==> src/hdl/gpegr_pkg.sv <==
/*
 Constants for the general-purpose event, input/output and routing registers.
 Assumes a byte-addressed configuration port carrying aligned 32-bit words.
*/
package gpegr_pkg;
    // ------------------------------------------------------------
    // Register offsets and word indexes
    // ------------------------------------------------------------
    localparam logic [7:0]  OFS_STATUS    = 8'h88;
    localparam logic [7:0]  OFS_ENABLE    = 8'h89;
    localparam logic [7:0]  OFS_INPUT     = 8'h8A;
    localparam logic [7:0]  OFS_OUTPUT    = 8'h8B;
    localparam logic [7:0]  OFS_ROUTING   = 8'h8C;
    localparam logic [5:0]  DW_EVENT      = OFS_STATUS[7:2];
    localparam logic [5:0]  DW_ROUTING    = OFS_ROUTING[7:2];
    localparam int          LANE_STATUS   = 0;
    localparam int          LANE_ENABLE   = 1;
    localparam int          LANE_INPUT    = 2;
    localparam int          LANE_OUTPUT   = 3;
    // ------------------------------------------------------------
    // Field layouts and reset values
    // ------------------------------------------------------------
    localparam int          NUM_GPIO      = 5;
    localparam int          BIT_POWER     = 7;
    localparam int          BIT_VPP       = 6;
    localparam int          BIT_RSVD      = 5;
    localparam int          BIT_IN4       = 4;
    localparam int          BIT_IN3       = 3;
    localparam logic [7:0]  EVENT_MASK    = 8'hDF;
    localparam logic [7:0]  GPIO_MASK     = 8'h1F;
    localparam logic [7:0]  BYTE_RESET    = 8'h00;
    localparam logic [31:0] ROUTING_MASK  = 32'h0FFFFFFF;
    localparam logic [31:0] ROUTING_RESET = 32'h00001000;
endpackage : gpegr_pkg

==> src/hdl/gpegr_top.sv <==
/*
 General-purpose event status/enable, input level, output drive and
 multipurpose terminal routing registers with event output generation.
 Assumes a configuration port on CLK, one-cycle event pulses from the
 socket power logic, asynchronous input terminals and a serial ROM loader
 that presents a routing word with a one-cycle load strobe.
*/
`timescale 1ns/1ns
module gpegr_top
(
    // Clock and global reset
    input  wire logic        CLK,
    input  wire logic        RST_N,
    // Configuration port
    input  wire logic [7:0]  CFG_ADDR,
    input  wire logic [3:0]  CFG_BE,
    input  wire logic        CFG_WR,
    input  wire logic        CFG_RD,
    input  wire logic [31:0] CFG_WDATA,
    output logic      [31:0] CFG_RDATA,
    // Event sources from the socket power logic
    input  wire logic        POWER_CHANGE_EVENT,
    input  wire logic        HIGH_VPP_EVENT,
    // Serial ROM routing load
    input  wire logic        ROM_LOAD,
    input  wire logic [31:0] ROM_ROUTING,
    // Board terminals
    input  wire logic [4:0]  INPUT_TERMINAL,
    output logic      [4:0]  OUTPUT_TERMINAL,
    output logic             GENERAL_EVENT_OUTPUT_N,
    output logic      [27:0] MULTIPURPOSE_ROUTING
);
    import gpegr_pkg::*;

    // ------------------------------------------------------------
    // Byte lane merge
    // ------------------------------------------------------------
    function automatic logic [7:0] lane_merge(input logic [7:0] old,
                                              input logic [7:0] wr,
                                              input logic [7:0] mask,
                                              input logic       en);
        lane_merge = en ? ((old & ~mask) | (wr & mask)) : old;
    endfunction : lane_merge

    logic        hit_event;
    logic        hit_routing;
    assign hit_event   = CFG_ADDR[7:2] == DW_EVENT;
    assign hit_routing = CFG_ADDR[7:2] == DW_ROUTING;

    // ------------------------------------------------------------
    // Input synchroniser and change detect
    // ------------------------------------------------------------
    logic [4:0]  sync_a;
    logic [4:0]  input_level;
    logic [4:0]  input_prev;
    // Terminals are asynchronous: two flops before any logic reads them
    always_ff @(posedge CLK) begin
        sync_a      <= INPUT_TERMINAL;
        input_level <= sync_a;
        input_prev  <= input_level;
    end

    // ------------------------------------------------------------
    // Event status flags
    // ------------------------------------------------------------
    logic [7:0]  status;
    logic [7:0]  next_status;
    logic [7:0]  event_set;
    logic [7:0]  status_clear;
    always_comb begin
        event_set            = BYTE_RESET;
        event_set[BIT_POWER] = POWER_CHANGE_EVENT;
        event_set[BIT_VPP]   = HIGH_VPP_EVENT;
        // Inputs 4 and 3 flag a change, inputs 2..0 flag a low level
        event_set[BIT_IN4]   = input_level[BIT_IN4] ^ input_prev[BIT_IN4];
        event_set[BIT_IN3]   = input_level[BIT_IN3] ^ input_prev[BIT_IN3];
        event_set[2:0]       = ~input_level[2:0];
        status_clear         = (CFG_WR && hit_event && CFG_BE[LANE_STATUS]) ?
                               CFG_WDATA[7:0] : BYTE_RESET;
        // A new event wins over a clear in the same cycle
        next_status = ((status & ~status_clear) | event_set) & EVENT_MASK;
    end
    always_ff @(posedge CLK) begin
        if (!RST_N) begin
            status <= BYTE_RESET;
        end else begin
            status <= next_status;
        end
    end

    // ------------------------------------------------------------
    // Enable, output drive and routing registers
    // ------------------------------------------------------------
    logic [7:0]  enable;
    logic [7:0]  out_drive;
    logic [31:0] routing;
    logic [7:0]  next_enable;
    logic [7:0]  next_out_drive;
    logic [31:0] next_routing;
    always_comb begin
        next_enable    = lane_merge(enable, CFG_WDATA[15:8], EVENT_MASK,
                                    CFG_WR && hit_event && CFG_BE[LANE_ENABLE]);
        next_out_drive = lane_merge(out_drive, CFG_WDATA[31:24], GPIO_MASK,
                                    CFG_WR && hit_event && CFG_BE[LANE_OUTPUT]);
        next_routing   = routing;
        for (int i = 0; i < 4; i++) begin
            next_routing[8*i +: 8] = lane_merge(routing[8*i +: 8], CFG_WDATA[8*i +: 8],
                                                ROUTING_MASK[8*i +: 8],
                                                CFG_WR && hit_routing && CFG_BE[i]);
        end
        // A serial ROM load wins over a same-cycle configuration write
        if (ROM_LOAD) begin
            next_routing = ROM_ROUTING & ROUTING_MASK;
        end
    end
    always_ff @(posedge CLK) begin
        if (!RST_N) begin
            enable    <= BYTE_RESET;
            out_drive <= BYTE_RESET;
            routing   <= ROUTING_RESET;
        end else begin
            enable    <= next_enable;
            out_drive <= next_out_drive;
            routing   <= next_routing;
        end
    end

    // ------------------------------------------------------------
    // Outputs and read data
    // ------------------------------------------------------------
    logic [31:0] next_rdata;
    logic        next_event_n;
    always_comb begin
        next_rdata = 32'h00000000;
        if (CFG_RD && hit_event) begin
            next_rdata = {out_drive & GPIO_MASK, {3'h0, input_level},
                          enable & EVENT_MASK, status};
        end else if (CFG_RD && hit_routing) begin
            next_rdata = routing & ROUTING_MASK;
        end
        next_event_n = ~|(status & enable);
    end
    always_ff @(posedge CLK) begin
        if (!RST_N) begin
            CFG_RDATA              <= 32'h00000000;
            OUTPUT_TERMINAL        <= 5'h00;
            GENERAL_EVENT_OUTPUT_N <= 1'h1;
            MULTIPURPOSE_ROUTING   <= ROUTING_RESET[27:0];
        end else begin
            CFG_RDATA              <= next_rdata;
            OUTPUT_TERMINAL        <= out_drive[4:0];
            GENERAL_EVENT_OUTPUT_N <= next_event_n;
            MULTIPURPOSE_ROUTING   <= routing[27:0];
        end
    end
endmodule : gpegr_top

==> config.mk <==
export PLATFORM = sky130hd
export DESIGN_NAME = gpegr_top
export DESIGN_NICKNAME = d
export VERILOG_FILES = /design/src/hdl/gpegr_pkg.sv /design/src/hdl/gpegr_top.sv
export SDC_FILE = /design/constraint.sdc
export NUM_CORES = 1
export LEC_CHECK = 0
export BUFFER_PORTS_ARGS = -buffer_cell sky130_fd_sc_hd__buf_2
export CORE_MARGIN = 2
export CORE_UTILIZATION = 35
export CTS_CLUSTER_DIAMETER = 60
export DETAILED_ROUTE_END_ITERATION = 8
export GPL_TIMING_DRIVEN = 0
export PLACE_DENSITY_LB_ADDON = 0.1
export SKIP_LAST_GASP = 1
export SYNTH_ARGS = -nofsm -noshare
export SYNTH_HDL_FRONTEND = slang
export SYNTH_SLANG_ARGS = --single-unit
==> constraint.sdc <==
create_clock -name CLK -period 3.15 [get_ports CLK]
set_input_delay 0.4725 -clock CLK [delete_from_list [all_inputs] [get_ports CLK]]
set_output_delay 0.4725 -clock CLK [all_outputs]
set_load 0.01 [all_outputs]
==> results.md, run 1 <==
- Run status: finished, final reports clean
- Vias/cell: 4.79
- Routed Antenna Nets: 0
- Worst-Margin Slew: 842 ps
- Synthesized cell area: 0.00436 mm2
- CTS clk-pin slew, worst paths: 50 ps
- DRT iter0 DRCs: 180
- RSZ-0062 raised after global routing: no
- CTS H-tree depth: 4
- Die Height: 116 um
- Fin. Hold Viols: 0
- Crit-path max cell delay: 520 ps
- Setup CP Type: input port to flip-flop
- Vias in the first global route: 3,630
- First-pass GRT wire length: 19,300 um
- CTS Buf Count: 17
- Synth unique cells: 39
- CTS Buffer Depth: 2
- Pwr/cell area: 646 mW/mm2
- Setup Buffers After CTS: 0
- Largest net degree at the start of global routing: 17
- Slowest-stage cell, CP: or4b_1
- Main combinational cell family by area after synthesis: simple AND/OR/NAND/NOR gates
- Hold Path Class: input port to flip-flop
- Synth Area in Simple Gates: 18.3%
- Most frequent cells in the layout: buf_2 (143), dfxtp_1 (122), nor2_1 (43)
- Min Tclk post-route: 1970 ps
- CP Cell Sequence: buf_2 > or4b_1 > buf_2 > clkbuf_1 > nor3_1 > and3_1
- Avg Inst Size Synth: 10.0 um2
- Req. time, crit path: 3510 ps
- Slew HR: 43.7%
- Final #Nets: 682
- Synthesis-to-layout area growth: 33.9%
- YS warnings: 0
- Cells after DPL: 743
- Max Freq: 0.507 GHz
- Post-cts sizing count: 0
- Mux contribution to synthesized area: 10.3%
- Diodes inserted: 0
- Initial antenna violation count: 1
- Fin crit share: 62.6%
- Post-Synthesis Cells: 436
- Compound-Gate Fraction of Synth Area: 10.1%
- Worst skew pair latency: 420 ps
- Crit. End Element: flip-flop
- Non-Filler Instances: 775
- # setup viols final: 0
- DRT Pass-1 Iters: 5
- Sequential area share after synthesis: 56.0%
- I/O Buffers: 137
- Synth Area in XOR/XNOR: 0.401%
- Total I/O pin count: 154
- Adder-Cell Fraction of Synth Area: 0%
- Global route overflow: 0
- # clock sinks: 122
- Most Frequent Cell on Critical Path: buf_2
- Final Max Tran Viols: 0
- Maximum VDD drop: 413 uV
- Async set-or-reset flop fraction in the synthesized netlist: 0%
- Fin Setup TNS: 0 ps
- P_leak: 2.70 nW
- DRC: 0
- Starting density of the core: 36.0%
- Critical path data arrival time: 2340 ps
- Area of the core: 0.0121 mm2
- Vias: 3,714
- GP Congestion: 0.818
- Most common cell after layout, fill and taps aside: buf_2
- Post-synth EDFFs: 0
- Seq cells post-synth: 122
- Worst-path fanout max: 10
- CTS tree: yes
- Total Power: 3.77 mW
- WL final: 12,700 um
- Ys flop type: dfxtp_1
- Startpoint Class: input port
- All-Layer GR Usage: 19.7%
- Rows: 40
- DP HPWL: 9210 um
- CTS Hold Bufs: 0
- Max Cap Violations: 0
- DIE WIDTH: 116 um
- Clock root cell: clkbuf_16
- Drt wl/cell: 16.4 um
- Clock Skew: 12.0 ps
- Layout cell share with drive strength beyond 1: 30.8%
- Die area: 0.0134 mm2
[synth_stat cells (all sizes together), types with 10 or more instances]
cell / count / share of area [%]
o21ai: 33 / 3.8
and2: 27 / 3.9
nor2: 43 / 3.7
buf: 11 / 1.5
nand2: 14 / 1.2
inv: 12 / 1.0
nor4: 21 / 3.2
mux2i: 36 / 8.3
a211oi: 20 / 3.4
clkbuf: 26 / 2.2
dfxtp: 122 / 56
nor2b: 10 / 1.4
[final timing paths]
path / to / slack [ps] / cells past startpoint / from
max: CFG_RDATA[22]$_SDFF_PP0_ / 1180 / 6 / CFG_ADDR[5]
max reg2reg: status[4]$_SDFF_PN0_ / 2150 / 3 / input_level[4]$_DFF_P_
min: sync_a[3]$_DFF_P_ / 150 / 1 / INPUT_TERMINAL[3]
min reg2reg: input_level[0]$_DFF_P_ / 330 / 0 / sync_a[0]$_DFF_P_
[critical path, delay by kind of cell]
family                 cells  cell delay, ps
buffers and inverters      3             580
and+or+nand+nor            3            1270
[power by group]
group          internal, mW  switching, mW
registers              1.60         0.0321
clock network          1.22          0.662
logic                 0.114          0.141
[kinds of logic after synthesis]
logic type,Yosys count
AOI/OAI and AO/OA,71
xor gates and xnor gates,2
buffers and inverters,49
DFF,122
muxes,44
other,1
and+or+nand+nor,147
[state kept, by name, summed over array words and instances (netlist names)]
register and flops:
input_prev 2, MULTIPURPOSE_ROUTING 28, sync_a 5, GENERAL_EVENT_OUTPUT_N 1, CFG_RDATA 29, out_drive 5, input_level 5, OUTPUT_TERMINAL 5
routing 28, status 7, enable 7
[area by class of cell]
cell class	count	area, um2
repair buffers	137	686
clock buffers	24	482
flip-flops and latches	122	2440
clock inverters	8	92.6
inverters	12	45.0
fillers	1182	6270
well taps	168	210
multi-input cells	267	1720
plain buffers	37	165
[metrics by stage]
step           setup slack [ps]  utilization (%)  instance area, um2  hold slack [ps]
2_1_floorplan              1190                -                4370              310
3_3_place_gp                753             43.5                5270              311
3_5_place_dp                726             43.5                5270              312
4_1_cts                    1170             48.2                5840              138
5_1_grt                     968             48.2                5840              137
6_report                   1180             48.2                5840              152
[per-layer routing]
layer,part of all wire [%],wire length (um),global-route usage (%)
met1,46,5870,24.3
met5,0.094,12,0
met3,6.4,815,6.28
met4,1.6,199,9.05
met2,46,5850,31.6
Note: power is estimated with default switching activity, not from simulation.
==> run 2, diff against run 1 <==
==> constraint.sdc (replaced) <==
create_clock -name CLK -period 1.95 [get_ports CLK]
set_input_delay 0.2925 -clock CLK [delete_from_list [all_inputs] [get_ports CLK]]
set_output_delay 0.2925 -clock CLK [all_outputs]
set_load 0.01 [all_outputs]
==> run 2 against run 1 <==
Net effect:
- clock skew increased by 1.5 ps
- via count shrank 0.35%
- sequential share of layout area is 0.39 points lower
- wire length is 0.11% lower
- count of clock-buffer cells in the layout is the same
- worst setup slack lost 970 ps
- sequential power is 61% higher
- critical endpoint is now CFG_RDATA[15]$_SDFF_PN0_
- highest routed layer unchanged
==> results.md, run 2 (synthesis results as in run 1) <==
- Max Freq: 0.573 GHz
- All-Layer GR Usage: 19.8% (+0.055 points)
- Total Power: 6.10 mW (+62%)
- DP HPWL: 9210 um (unchanged)
- DRT iter0 DRCs: 165 (-8.3%)
- Largest regs: CFG_RDATA (29), MULTIPURPOSE_ROUTING (28), routing (28)
- Die area: 0.0134 mm2 (unchanged)
- RSZ-0062 raised after global routing: no
- Register name with the most flops: CFG_RDATA
- Starting density of the core: 36.0% (unchanged)
- Max Cap Violations: 0 (unchanged)
- # clock sinks: 122 (unchanged)
- Fin worst setup slack: 205 ps (-972 ps)
- Worst hold path cell count: 2 (+1)
- Clock root cell: clkbuf_16
- Worst-Margin Slew: 864 ps (+21.4 ps)
- Run status: finished, final reports clean
- Crit. End Element: flip-flop
- GP Congestion: 0.818 (unchanged)
- Pwr/cell area: 1030 mW/mm2 (+60%)
- Vias: 3,701 (-0.35%)
- CTS Buf Count: 17 (unchanged)
- Critical path data arrival time: 2040 ps (-300 ps)
- Setup CP Type: input port to flip-flop
- Vias in the first global route: 3,652 (+0.61%)
- DIE WIDTH: 116 um (unchanged)
- Most frequent cells in the layout: buf_2 (143), dfxtp_1 (122), nor2_1 (43)
- Die Height: 116 um (unchanged)
- Util after Layout: 48.7% (+0.45 points)
- Clock Skew: 13.6 ps (+1.53 ps)
- WL final: 12,700 um (-0.11%)
- I/O Buffers: 137 (unchanged)
- Final Max Tran Viols: 0 (unchanged)
- Req. time, crit path: 2250 ps (-1260 ps)
- CTS tree: yes
- R2r worst-path depth: 3 (unchanged)
- Routed Antenna Nets: 0 (unchanged)
- Initial antenna violation count: 1 (unchanged)
- Area of the core: 0.0121 mm2 (unchanged)
- Number of flip-flops in the largest register: 29 (unchanged)
- First-pass GRT wire length: 19,300 um (+0.33%)
- Diodes inserted: 0 (unchanged)
- Fin. Hold Viols: 0 (unchanged)
- CTS H-tree depth: 4 (unchanged)
- Largest net degree at the start of global routing: 17 (unchanged)
- Placed Area: 0.00527 mm2 (unchanged)
- Drt wl/cell: 16.3 um (-0.75%)
- Final Cell Area: 0.00590 mm2 (+0.94%)
- Total I/O pin count: 154 (unchanged)
- Worst skew pair latency: 420 ps (about the same)
- Hold Path Class: input port to flip-flop
- DRT Pass-1 Iters: 5 (unchanged)
- CTS clk-pin slew, worst paths: 50 ps (about the same)
- DRC: 0 (unchanged)
- Synthesis-to-layout area growth: 35.1%
- Global route overflow: 0 (unchanged)
- CTS Buffer Depth: 2 (unchanged)
- Fin crit share: 89.5%
- Post-place setup slack: -294 ps (-1020 ps)
- Most common cell after layout, fill and taps aside: buf_2
- P_leak: 2.72 nW (+0.80%)
- Setup Buffers After CTS: 0 (unchanged)
- Layout cell share with drive strength beyond 1: 30.7% (-0.088 points)
- Maximum VDD drop: 667 uV (+61%)
- Vias/cell: 4.74 (-0.99%)
- Startpoint Class: input port
- Rows: 40 (unchanged)
- # setup viols final: 0 (unchanged)
- Slew HR: 42.3% (-1.4 points)
- Final #Nets: 687 (+0.73%)
- Min Tclk post-route: 1740 ps
- Fin Setup TNS: 0 ps (unchanged)
- Worst-path fanout max: 10 (unchanged)
run 2: what timing repair did:
item                                   4_1_cts  5_1_grt
resized for setup                            0        1
endpoints found under the hold margin        5        0
hold buffers                                 5        0
setup endpoints to repair                    0        5
run 2: layout make-up:
type                            instances  area [um2]
Fill cell                            1176        6220
Sequential cell                       122        2440
Multi-Input combinational cell        267        1720
Timing Repair Buffer                  142         736
Clock buffer                           24         482
Tap cell                              168         210
Buffer                                 37         165
Clock inverter                          8        92.6
Inverter                               12        45.0
run 2: where the power goes:
group          internal (mW)  switching (mW)
logic                  0.191           0.229
registers               2.59          0.0515
clock network           1.97            1.07
run 2: through the flow:
stage / cells / hold WS (ps)
3_3_place_gp: 743 / 311
2_1_floorplan: 438 / 310
5_1_grt: 780 / 83.9
6_report: 780 / 97.3
3_5_place_dp: 743 / 312
4_1_cts: 780 / 75.6
run 2: worst paths after layout:
path | slack (ps) | from | to
max reg2reg | 950 | status[6]$_SDFF_PN0_ | GENERAL_EVENT_OUTPUT_N$_SDFF_PN1_
max | 210 | CFG_ADDR[2] | CFG_RDATA[15]$_SDFF_PN0_
min reg2reg | 320 | sync_a[4]$_DFF_P_ | input_level[4]$_DFF_P_
min | 100 | CFG_WDATA[0] | status[0]$_SDFF_PN0_
run 2: routing by layer:
metal	vias up	GRT usage, %	wire (um)
li1	1829	-	-
met1	1708	24.4	5780
met2	138	31.7	5850
met3	24	6.28	804
met4	2	9.05	285
met5	-	0	12
run 2: worst max-delay path, cell delays in order:
cell	delay (ps)
clkbuf_1	310
buf_2	390
buf_1	680
mux2i_1	290
nor2_1	60
==> run 3, diff against run 2 <==
--- a/config.mk
+++ b/config.mk
@@ -8,6 +8,7 @@
 export BUFFER_PORTS_ARGS = -buffer_cell sky130_fd_sc_hd__buf_2
 export CORE_MARGIN = 2
 export CORE_UTILIZATION = 35
+export CTS_BUF_LIST = sky130_fd_sc_hd__clkbuf_16
 export CTS_CLUSTER_DIAMETER = 60
 export DETAILED_ROUTE_END_ITERATION = 8
 export GPL_TIMING_DRIVEN = 0
==> run 3 against run 2 <==
Net effect:
- power decreased by 2.3%
- register-to-register slack about the same
- sequential cell count unchanged
- cell count unchanged
- first-iteration DRC count increased by 7.3%
- critical path depth unchanged
- wire length about the same
- worst setup slack improved by 7.4 ps
- core utilization decreased by 0.25 points
- non-clock buffer count unchanged
- cell area decreased by 0.51%
==> results.md, run 3 (synthesis results as in run 1) <==
- Run status: finished, final reports clean
- Min Tclk post-route: 1740 ps (-7.36 ps)
- Setup Buffers After CTS: 0 (unchanged)
- Layout fillers: 1,180 (+0.34%)
- Clock root cell: clkbuf_16
- Post-place setup slack: -294 ps (unchanged)
- Final #Nets: 687 (unchanged)
- Vias/cell: 4.73 (-0.41%)
- DRT iter0 DRCs: 177 (+7.3%)
- CTS clk-pin slew, worst paths: 50 ps (about the same)
- Vias: 3,686 (-0.41%)
- Initial antenna violation count: 1 (unchanged)
- Worst skew pair latency: 420 ps (about the same)
- # clock sinks: 122 (unchanged)
- Hold Path Class: input port to flip-flop
- Drt wl/cell: 16.3 um (about the same)
- Req. time, crit path: 2250 ps (about the same)
- Area of the core: 0.0121 mm2 (unchanged)
- Largest net degree at the start of global routing: 17 (unchanged)
- Total Power: 5.96 mW (-2.3%)
- CP Cell Sequence: clkbuf_1 > buf_2 > buf_1 > mux2i_1 > nor2_1
- DIE WIDTH: 116 um (unchanged)
- Crit. End Element: flip-flop
- Synthesis-to-layout area growth: 34.4%
- CTS Buffer Depth: 2 (unchanged)
- Fin worst setup slack: 213 ps (+7.36 ps)
- Number of flip-flops in the largest register: 29 (unchanged)
- Routed Antenna Nets: 0 (unchanged)
- Fin Setup TNS: 0 ps (unchanged)
- # setup viols final: 0 (unchanged)
- Die Height: 116 um (unchanged)
- Diodes inserted: 0 (unchanged)
- Slew HR: 42.7% (+0.46 points)
- Startpoint Class: input port
- First-pass GRT wire length: 19,300 um (-0.36%)
- All-Layer GR Usage: 19.7% (-0.11 points)
- Fin crit share: 89.1% (-0.38 points)
- CTS tree: yes
- Total I/O pin count: 154 (unchanged)
- Final Max Tran Viols: 0 (unchanged)
- R2r worst-path depth: 3 (unchanged)
- WL final: 12,700 um (about the same)
- Global route overflow: 0 (unchanged)
- Slowest-stage cell, CP: buf_1
- Critical path data arrival time: 2030 ps (about the same)
- Setup CP Type: input port to flip-flop
- Max Cap Violations: 0 (unchanged)
- Largest regs: CFG_RDATA (29), MULTIPURPOSE_ROUTING (28), routing (28)
- Worst-Margin Slew: 857 ps (-6.93 ps)
- Register name with the most flops: CFG_RDATA
- Die area: 0.0134 mm2 (unchanged)
- CTS Buf Count: 17 (unchanged)
- Pwr/cell area: 1020 mW/mm2 (-1.8%)
- Max Freq: 0.576 GHz (+0.42%)
- P_leak: 2.72 nW (about the same)
- Starting density of the core: 36.0% (unchanged)
- DRT Pass-1 Iters: 4 (-1)
- RSZ-0062 raised after global routing: no
- Clock Skew: 4.34 ps (-9.22 ps)
- Crit-path max cell delay: 670 ps (about the same)
- Fin. Hold Viols: 0 (unchanged)
- Worst-path fanout max: 10 (unchanged)
- Most common cell after layout, fill and taps aside: buf_2
- CTS H-tree depth: 4 (unchanged)
- Most frequent cells in the layout: buf_2 (143), dfxtp_1 (122), nor2_1 (43)
- Util after Layout: 48.4% (-0.25 points)
- Maximum VDD drop: 653 uV (-2.1%)
- Worst hold path cell count: 2 (unchanged)
- I/O Buffers: 137 (unchanged)
- Rows: 40 (unchanged)
- Vias in the first global route: 3,630 (-0.60%)
- DRC: 0 (unchanged)
- Layout cell share with drive strength beyond 1: 30.2% (-0.49 points)
- GP Congestion: 0.818 (unchanged)
- DP HPWL: 9210 um (unchanged)
-- run 3: layout make-up --
class | count | area (um2) | share of cell area, %
plain buffers | 37 | 165 | 2.82
well taps | 168 | 210 | 3.58
clock inverters | 15 | 119 | 2.03
inverters | 12 | 45.0 | 0.768
clock buffers | 17 | 425 | 7.25
repair buffers | 142 | 736 | 12.5
flip-flops and latches | 122 | 2440 | 41.6
multi-input cells | 267 | 1720 | 29.4
-- run 3: path summary, 6_finish.rpt --
kind	from	endpoint	slack (ps)
setup / recovery	CFG_ADDR[2]	CFG_RDATA[15]$_SDFF_PN0_	210
hold / removal	CFG_WDATA[7]	status[7]$_SDFF_PN0_	80
setup reg to reg	status[6]$_SDFF_PN0_	GENERAL_EVENT_OUTPUT_N$_SDFF_PN1_	960
hold reg to reg	sync_a[4]$_DFF_P_	input_level[4]$_DFF_P_	320
-- run 3: stage by stage --
step | hold WS [ps] | std cells | instance area (um2)
after global placement | 311 | 743 | 5270
after detailed placement | 312 | 743 | 5270
final | 84.2 | 780 | 5870
after global routing | 84.7 | 780 | 5870
after floorplan | 310 | 438 | 4370
after CTS | 75.1 | 780 | 5860
-- run 3: routing by layer --
layer / track usage (%) / wire length, um / up-vias
li1: - / - / 1829
met1: 24.3 / 5820 / 1704
met2: 31.7 / 5870 / 136
met3: 6.59 / 863 / 15
met4: 8.10 / 183 / 2
met5: 0 / 12 / -
-- run 3: where the power goes --
part	total, mW	switching (mW)	leakage, nW	internal, mW
logic	0.420	0.229	1.44	0.191
clock network	2.90	1.07	0.283	1.83
registers	2.64	0.0515	1.00	2.59
-- run 3: timing repair --
item                                    CTS  global route
endpoints found under the setup margin    0             5
resized for setup                         0             1
hold buffers                              5             0
hold endpoints to repair                  5             0
-- run 3: critical path, delay by kind of cell --
kind / cells / cell delay (ps)
AND/OR/NAND/NOR: 1 / 60
buffers and inverters: 3 / 1370
multiplexers: 1 / 290
